## config.mk

```make
export PLATFORM = sky130hd
export DESIGN_NAME = spu_top
export DESIGN_NICKNAME = d
export VERILOG_FILES = /design/src/spu_pkg.sv /design/src/spu_top.sv /design/src/spu_fifo.sv
export SDC_FILE = /design/constraint.sdc
export NUM_CORES = 1
export LEC_CHECK = 0
export ABC_AREA = 1
export BUFFER_PORTS_ARGS = -buffer_cell sky130_fd_sc_hd__buf_2
export CAP_MARGIN = 20
export CORE_MARGIN = 2
export CORE_UTILIZATION = 40
export DETAILED_ROUTE_END_ITERATION = 7
export PLACE_DENSITY = 0.55
export SLEW_MARGIN = 30
export SYNTH_ARGS = -nofsm -noshare
export SYNTH_HDL_FRONTEND = slang
export SYNTH_HIERARCHICAL = 1
export SYNTH_SLANG_ARGS = --single-unit
```

## constraint.sdc

```tcl
create_clock -name clk -period 2.21 [get_ports clk]
set_input_delay 0 -clock clk [delete_from_list [all_inputs] [get_ports clk]]
set_output_delay 0 -clock clk [all_outputs]
set_load 0.01 [all_outputs]
```

## src/spu_pkg.sv

```systemverilog
// constants and types for the serial port block
package spu_pkg;
    // register byte offsets
    localparam logic [4:0] SPU_OFS_CTRL = 5'h00;
    localparam logic [4:0] SPU_OFS_STATUS = 5'h04;
    localparam logic [4:0] SPU_OFS_TXDATA = 5'h08;
    localparam logic [4:0] SPU_OFS_RXDATA = 5'h0C;
    localparam logic [4:0] SPU_OFS_BAUD = 5'h10;
    // control field positions
    localparam int SPU_CTRL_MODE = 0;
    localparam int SPU_CTRL_REN = 1;
    localparam int SPU_CTRL_FILT = 2;
    localparam int SPU_CTRL_DIV32 = 3;
    // status field positions
    localparam int SPU_ST_RXDONE = 0;
    localparam int SPU_ST_TXDONE = 1;
    localparam int SPU_ST_BIT9 = 2;
    localparam int SPU_ST_BUSY = 3;
    // reset values
    localparam logic [15:0] SPU_BAUD_RST = 16'h0000;
    localparam logic SPU_MODE_RST = 1'h0;
    // bit timing counts
    localparam logic [3:0] SPU_SLICE_LAST = 4'hF;
    localparam logic [3:0] SPU_SMP_A = 4'h7;
    localparam logic [3:0] SPU_SMP_B = 4'h8;
    localparam logic [3:0] SPU_SMP_C = 4'h9;
    localparam logic [3:0] SPU_STOP_IDX = 4'h9;
    localparam logic [3:0] SPU_TX_END = 4'hA;
    localparam logic [3:0] SPU_M0_LAST = 4'h7;

    typedef enum logic {RX_HUNT, RX_BITS} spu_rx_st_t;

    // avalon request bundle
    typedef struct packed {
        logic [4:0] address;
        logic read;
        logic write;
        logic [31:0] writedata;
    } spu_av_req_t;
endpackage

```

## src/spu_top.sv

```systemverilog
// serial port: shift-register receive and asynchronous uart with avalon registers
//
// Implementation choices: the placing of the registers and the Avalon-MM interface to the registers.
`timescale 1ns/10ps
module spu_top import spu_pkg::*; #(
    parameter int FIFO_DEPTH = 32
) (
    input wire logic clk, // 50 MHz system clock
    input wire logic nrst, // async reset, low
    input wire logic [4:0] avs_address, // byte address
    input wire logic avs_read, // read strobe
    input wire logic avs_write, // write strobe
    input wire logic [31:0] avs_writedata, // write data
    output logic [31:0] avs_readdata, // read data
    output logic avs_waitrequest, // stall
    input wire logic rxd, // receive pin
    output logic txd // transmit pin or shift clock
);
    typedef struct packed {
        logic waitq;
        logic [31:0] rdata;
        logic mode;
        logic ren;
        logic filt;
        logic div32;
        logic [15:0] reload;
        logic rx_done;
        logic tx_done;
        logic bit9;
        logic [7:0] rx_buf;
        logic [15:0] t1;
        logic half;
        logic [3:0] txdiv;
        logic txbusy;
        logic [9:0] txsh;
        logic [3:0] txcnt;
        logic txl;
        spu_rx_st_t rxst;
        logic [3:0] rxcnt;
        logic rxprev;
        logic [1:0] rxsmp;
        logic [3:0] rxbit;
        logic [7:0] rxsh;
        logic m0act;
        logic sck;
        logic [3:0] m0cnt;
        logic txd;
    } spu_st_t;

    spu_st_t r_reg, r_next;
    spu_av_req_t req;
    logic ovf, tick, troll, maj, acc, wr, push, pop, clr_rxdone;
    logic fifo_in_ready, fifo_out_valid;
    logic [7:0] fifo_out_data;
    logic [31:0] rmux;

    assign req = '{address: avs_address, read: avs_read, write: avs_write, writedata: avs_writedata};
    assign avs_readdata = r_reg.rdata;
    assign avs_waitrequest = r_reg.waitq;
    assign txd = r_reg.txd;

    // buffered transmit words
    spu_fifo #(.W(8), .D(FIFO_DEPTH)) u_txq (
        .clk(clk),
        .nrst(nrst),
        .in_valid(push),
        .in_ready(fifo_in_ready),
        .in_data(req.writedata[7:0]),
        .out_valid(fifo_out_valid),
        .out_ready(pop),
        .out_data(fifo_out_data)
    );

    // read data multiplexer
    always_comb begin
        case (req.address)
            SPU_OFS_CTRL: rmux = {28'h0000000, r_reg.div32, r_reg.filt, r_reg.ren, r_reg.mode};
            SPU_OFS_STATUS: rmux = {28'h0000000, r_reg.txbusy, r_reg.bit9, r_reg.tx_done, r_reg.rx_done};
            SPU_OFS_RXDATA: rmux = {24'h000000, r_reg.rx_buf};
            SPU_OFS_BAUD: rmux = {16'h0000, r_reg.reload};
            default: rmux = 32'h00000000;
        endcase
    end

    // bus strobes and baud enables
    assign acc = (req.read || req.write) && r_reg.waitq
        && !(req.write && req.address == SPU_OFS_TXDATA && !fifo_in_ready);
    assign wr = req.write && !r_reg.waitq;
    assign push = wr && req.address == SPU_OFS_TXDATA;
    assign clr_rxdone = wr && req.address == SPU_OFS_STATUS && req.writedata[SPU_ST_RXDONE];
    assign ovf = (r_reg.t1 == r_reg.reload);
    assign tick = ovf && (!r_reg.div32 || r_reg.half);
    assign troll = tick && r_reg.txdiv == SPU_SLICE_LAST;
    assign maj = (r_reg.rxsmp[0] & r_reg.rxsmp[1]) | (r_reg.rxsmp[0] & rxd) | (r_reg.rxsmp[1] & rxd);
    assign pop = r_reg.mode && !r_reg.txbusy && fifo_out_valid;

    // next state of the whole port
    always_comb begin
        r_next = r_reg;
        // one-cycle bus answer, stalled while a transmit data write finds the fifo full
        r_next.waitq = 1'b1;
        if (acc) begin
            r_next.waitq = 1'b0;
            r_next.rdata = rmux;
        end
        if (wr && req.address == SPU_OFS_CTRL) begin
            r_next.mode = req.writedata[SPU_CTRL_MODE];
            r_next.ren = req.writedata[SPU_CTRL_REN];
            r_next.filt = req.writedata[SPU_CTRL_FILT];
            r_next.div32 = req.writedata[SPU_CTRL_DIV32];
        end
        if (wr && req.address == SPU_OFS_BAUD) begin
            r_next.reload = req.writedata[15:0];
        end
        // write one to clear; later hardware sets win
        if (clr_rxdone) begin
            r_next.rx_done = 1'b0;
        end
        if (wr && req.address == SPU_OFS_STATUS && req.writedata[SPU_ST_TXDONE]) begin
            r_next.tx_done = 1'b0;
        end
        // overflow timer and 16/32 split
        if (ovf) begin
            r_next.t1 = 16'h0000;
            r_next.half = !r_reg.half;
        end else begin
            r_next.t1 = r_reg.t1 + 16'h0001;
        end
        // transmit slice counter runs free
        if (tick) begin
            r_next.txdiv = r_reg.txdiv + 4'h1;
        end
        // transmitter: load on pop, shift on rollover
        if (pop) begin
            r_next.txbusy = 1'b1;
            r_next.txsh = {1'b1, fifo_out_data, 1'b0};
            r_next.txcnt = 4'h0;
        end else if (r_reg.txbusy && troll) begin
            if (r_reg.txcnt == SPU_TX_END) begin
                r_next.txbusy = 1'b0;
            end else begin
                r_next.txl = r_reg.txsh[0];
                r_next.txsh = {1'b1, r_reg.txsh[9:1]};
                r_next.txcnt = r_reg.txcnt + 4'h1;
                if (r_reg.txcnt == SPU_STOP_IDX) begin
                    r_next.tx_done = 1'b1;
                end
            end
        end
        // asynchronous receiver
        if (!r_reg.mode || !r_reg.ren) begin
            r_next.rxst = RX_HUNT;
            r_next.rxprev = 1'b1;
        end else if (tick) begin
            case (r_reg.rxst)
                RX_HUNT: begin
                    r_next.rxprev = rxd;
                    if (r_reg.rxprev && !rxd) begin
                        r_next.rxst = RX_BITS;
                        r_next.rxcnt = 4'h0;
                        r_next.rxbit = 4'h0;
                    end
                end
                RX_BITS: begin
                    r_next.rxcnt = r_reg.rxcnt + 4'h1;
                    if (r_reg.rxcnt == SPU_SMP_A) begin
                        r_next.rxsmp[0] = rxd;
                    end
                    if (r_reg.rxcnt == SPU_SMP_B) begin
                        r_next.rxsmp[1] = rxd;
                    end
                    if (r_reg.rxcnt == SPU_SMP_C) begin
                        r_next.rxprev = maj;
                        if (r_reg.rxbit == 4'h0 && maj) begin
                            r_next.rxst = RX_HUNT;
                        end else if (r_reg.rxbit == SPU_STOP_IDX) begin
                            r_next.rxst = RX_HUNT;
                            if (!r_reg.rx_done && (!r_reg.filt || maj)) begin
                                r_next.bit9 = maj;
                                r_next.rx_buf = r_reg.rxsh;
                                r_next.rx_done = 1'b1;
                            end
                        end else begin
                            if (r_reg.rxbit != 4'h0) begin
                                r_next.rxsh = {maj, r_reg.rxsh[7:1]};
                            end
                            r_next.rxbit = r_reg.rxbit + 4'h1;
                        end
                    end
                end
                default: r_next.rxst = RX_HUNT;
            endcase
        end
        // shift-register receive, clock driven on the transmit pin
        if (r_reg.mode) begin
            r_next.m0act = 1'b0;
            r_next.sck = 1'b1;
            r_next.m0cnt = 4'h0;
        end else if (!r_reg.m0act) begin
            r_next.sck = 1'b1;
            if (r_reg.ren && !r_reg.rx_done) begin
                r_next.m0act = 1'b1;
            end
        end else if (tick) begin
            if (r_reg.sck) begin
                r_next.sck = 1'b0;
            end else begin
                r_next.sck = 1'b1;
                r_next.rxsh = {rxd, r_reg.rxsh[7:1]};
                r_next.m0cnt = r_reg.m0cnt + 4'h1;
                if (r_reg.m0cnt == SPU_M0_LAST) begin
                    r_next.m0act = 1'b0;
                    r_next.m0cnt = 4'h0;
                    r_next.rx_buf = {rxd, r_reg.rxsh[7:1]};
                    r_next.rx_done = 1'b1;
                end
            end
        end
        r_next.txd = r_reg.mode ? r_next.txl : r_next.sck;
    end

    always_ff @(posedge clk or negedge nrst) begin
        if (!nrst) begin
            r_reg <= '0;
            r_reg.waitq <= 1'b1;
            r_reg.mode <= SPU_MODE_RST;
            r_reg.reload <= SPU_BAUD_RST;
            r_reg.txl <= 1'b1;
            r_reg.txsh <= 10'h3FF;
            r_reg.rxst <= RX_HUNT;
            r_reg.rxprev <= 1'b1;
            r_reg.sck <= 1'b1;
            r_reg.txd <= 1'b1;
        end else begin
            r_reg <= r_next;
        end
    end
endmodule

```

## src/spu_fifo.sv

```systemverilog
// transmit data fifo with valid and ready on both sides
`timescale 1ns/10ps
module spu_fifo import spu_pkg::*; #(
    parameter int W = 8,
    parameter int D = 32
) (
    input wire logic clk, // system clock
    input wire logic nrst, // async reset, low
    input wire logic in_valid, // push request
    output logic in_ready, // room available
    input wire logic [W-1:0] in_data, // push data
    output logic out_valid, // data available
    input wire logic out_ready, // pop request
    output logic [W-1:0] out_data // head word
);
    localparam int AW = $clog2(D);

    typedef struct packed {
        logic [AW:0] wp;
        logic [AW:0] rp;
    } spu_fifo_st_t;

    spu_fifo_st_t r_reg, r_next;
    logic [W-1:0] mem [D];
    logic push, pop;

    // flags from pointer compare
    assign out_valid = (r_reg.wp != r_reg.rp);
    assign in_ready = !((r_reg.wp[AW] != r_reg.rp[AW]) && (r_reg.wp[AW-1:0] == r_reg.rp[AW-1:0]));
    assign push = in_valid && in_ready;
    assign pop = out_valid && out_ready;
    assign out_data = mem[r_reg.rp[AW-1:0]];

    // pointer update
    always_comb begin
        r_next = r_reg;
        if (push) begin
            r_next.wp = r_reg.wp + 1'b1;
        end
        if (pop) begin
            r_next.rp = r_reg.rp + 1'b1;
        end
    end

    always_ff @(posedge clk or negedge nrst) begin
        if (!nrst) begin
            r_reg <= '0;
        end else begin
            r_reg <= r_next;
        end
    end

    // storage write
    always_ff @(posedge clk) begin
        if (push) begin
            mem[r_reg.wp[AW-1:0]] <= in_data;
        end
    end
endmodule

```

==> results.sh <==
export IMPL_mostFrequentLayoutCells="nand2_1 (735), inv_1 (282), edfxtp_1 (256), nand3_1 (199), dfrtp_1 (106)"
export IMPL_seq_area_frac_synth=0.593
export IMPL_cap_violations=0
export IMPL_drtIter0Drc=718
export IMPL_internal_power_mw=13.1
export IMPL_p_per_area_nw_per_um2=856
export IMPL_worst_path_buf_inv=2
export IMPL_hold_viol_final=0
export IMPL_avgSynthCellArea_um2=8.93
export IMPL_fin_crit_sh=0.977
export IMPL_die_w_um=218
export IMPL_clkLatencyLatePin_ps=570
export IMPL_antenna_found_initial=0
export IMPL_synth_edf_count=256
export IMPL_routed_wl_um=44100
export IMPL_dp_slack_ps=-103
export IMPL_max_vdd_ir_drop_mv=0.596
export IMPL_slew_headroom=0.446
export IMPL_hpwl_um=28500
export IMPL_swShare=0.279
export IMPL_slowest_stage="dfrtp_4"
export IMPL_yosys_top_cells_area="edfxtp_1 (42%), nand2_1 (15%), dfrtp_1 (15%)"
export IMPL_vias=13300
export IMPL_worst_slack_ps=50.2
export IMPL_rsz0062_at_grt="yes"
export IMPL_worst_hold_slack_ps=29.3
export IMPL_drive_above_1_share=0.140
export IMPL_clock_power_share=0.391
export IMPL_numCtsBuffers=43
export IMPL_regToRegStartpoint="u_txq/r_reg[0]"
export IMPL_num_fill_cells=4335
export IMPL_vias_per_cell=4.78
export IMPL_cts_tree="built"
export IMPL_max_freq_mhz=463
export IMPL_grt_pass1_vias=13100
export IMPL_synth_top_area_share=0.422
export IMPL_htreeDepth=2
export IMPL_finalCriticalPeriod_ps=2160
export IMPL_drc_errors=0
export IMPL_instances_no_fill=2792
export IMPL_worst_endpoint_arrival_ps=2660
export IMPL_postSynth_asyncResetShare=0.326
export IMPL_slew_viol_final=0
export IMPL_syn_inst=2041
export IMPL_ant_nets=0
export IMPL_numPortBuffers=43
export IMPL_antenna_cells=0
export IMPL_setup_viol=0
export IMPL_root_buffer="clkbuf_16"
export IMPL_worstSetupPathType="flip-flop to flip-flop"
export IMPL_grt_max_degree=110
export IMPL_yosysTopAreaCell="edfxtp_1"
export IMPL_largest_reg_flops=256
export IMPL_seqPwrFrac=0.441
export IMPL_die_h_um=218
export IMPL_tightest_slew_ps=831
export IMPL_synth_warnings=6
export IMPL_syn_cell_area_um2=18200
export IMPL_io_pins=76
export IMPL_skew_ps=20.8
export IMPL_p_sw_mw=5.07
export IMPL_drt_wirelength_per_cell_um=15.8
export IMPL_leakage_nw=9.71
export IMPL_dieArea_um2=47300
export IMPL_critPathMaxFanout=109
export IMPL_synth_seq_cells=380
export IMPL_drt_first_pass_iters=5
export IMPL_startpoint_type="flip-flop"
export IMPL_fin_nets=2214
export IMPL_rows=78
export IMPL_clock_sinks=380
export IMPL_initial_core_util=0.404
export IMPL_cts_clk_slew_worst_paths_ps=60
export IMPL_grt_usage=0.189
export IMPL_grt_pass1_wl_um=70500
export IMPL_worstHoldPathType="input pin to asynchronous set/reset pin"
export IMPL_finalWeightedCongestion=0.817
export IMPL_worstPathRequired_ps=2710
export IMPL_cpPeakStageDelay_ps=500
export IMPL_yosysUniqueCellTypes=43
export IMPL_crit_chain="buf_12 > nand2_1 > nand2_1 > o21ai_0 > nand2_1 > nand3_1 > nand3_1 > nand2_1 > nand2_1 > nand2_1 > inv_1 > nand2_1"
export IMPL_overflow=0
export IMPL_synth_main_ff_cell="edfxtp_1"
export IMPL_dpl_cell_count=2684
export IMPL_path_delay_family="simple AND/OR/NAND/NOR gates"
export IMPL_crit_path_end_kind="flip-flop"
export IMPL_combPwrFrac=0.168
export IMPL_clk_path_buf_depth=3
export IMPL_critPathLaunch="u_txq/r_reg[0]"
export IMPL_status="finished clean"
export IMPL_coreArea_um2=45200
export IMPL_mostFrequentLayoutCell="nand2_1"
export IMPL_syn_to_final_growth_pct=16.3
export IMPL_crit_top_cell="nand2_1"
-- metal layers --
metal / routed length (um) / global-route usage / vias to the layer above
met2: 20600 / 0.309 / 261
met5: 0 / 0 / -
met3: 2000 / 0.0257 / 60
met1: 20400 / 0.259 / 6346
li1: - / - / 6665
met4: 1090 / 0.0637 / 0
-- metrics by stage --
| step | cell area, um^2 | TNS, ps | total power [mW] | util |
|---|---|---|---|---|
| 3_3_place_gp | 19400 | -99.2 | 11.1 | 0.430 |
| 5_1_grt | 21200 | -544 | 19.0 | 0.469 |
| 3_5_place_dp | 19400 | -1440 | 11.1 | 0.430 |
| 6_report | 21200 | 0 | 18.2 | 0.469 |
| 4_1_cts | 21000 | 0 | 18.3 | 0.466 |
| 2_1_floorplan | 18300 | 0 | 10.0 | - |
-- cell families after synthesis --
logic type | synth area share
other | 0.000206
buffers and inverters | 0.0967
adders and majority gates | 0.00961
DFF | 0.593
AOI/OAI and AO/OA | 0.0295
muxes | 0.000617
xor gates and xnor gates | 0.00913
and+or+nand+nor | 0.261
-- what timing repair did --
item                                    in CTS  in global routing
gates cloned                                 0                  1
hold endpoints to repair                   146                  1
endpoints found under the setup margin       6                 81
buffers inserted                             0                  8
pin swaps                                    0                  1
hold buffers                                19                  1
gates resized for setup                      1                 23
-- synthesized netlist by cell type (10+ instances only) --
master / instances
a21oi_1: 29
buf_1: 11
buf_2: 24
buf_4: 37
clkbuf_1: 31
dfrtp_1: 109
dfstp_2: 15
edfxtp_1: 256
ha_1: 14
inv_1: 284
inv_2: 17
nand2_1: 736
nand3_1: 199
nand4_1: 17
nor2_1: 100
nor3_1: 16
o21ai_0: 43
o31ai_1: 10
or2_2: 27
xor2_1: 15
-- power groups by stage --
stage,Sequential [mW],Clock (mW),Combinational [mW]
detailed placement,8.13,0,2.95
global placement,8.13,0,2.93
finish,8.00,7.10,3.06
CTS,8.00,7.30,2.99
floorplan,8.09,0,1.95
global route,8.02,7.56,3.44
-- area by class of cell --
cell class | instances | area [um^2] | share of cell area
Clock buffer | 64 | 1220 | 0.0573
Clock inverter | 15 | 180 | 0.00850
Tap cell | 600 | 751 | 0.0354
Sequential cell | 380 | 10800 | 0.510
Inverter | 303 | 1140 | 0.0538
Timing Repair Buffer | 164 | 1310 | 0.0620
Multi-Input combinational cell | 1266 | 5790 | 0.273
-- worst paths after layout --
| check | cells past startpoint | slack [ps] | end |
|---|---|---|---|
| min in group clk | 1 | 50 | u_txq/mem[3][2] |
| min | 2 | 30 | r_reg[7] |
| max in group asynchronous | 3 | 1360 | r_reg[39] |
| min reg2reg | 2 | 450 | r_reg[41] |
| max reg2reg | 12 | 50 | r_reg[38] |
| max | 12 | 50 | r_reg[38] |
(Power assumes the default switching activity.)
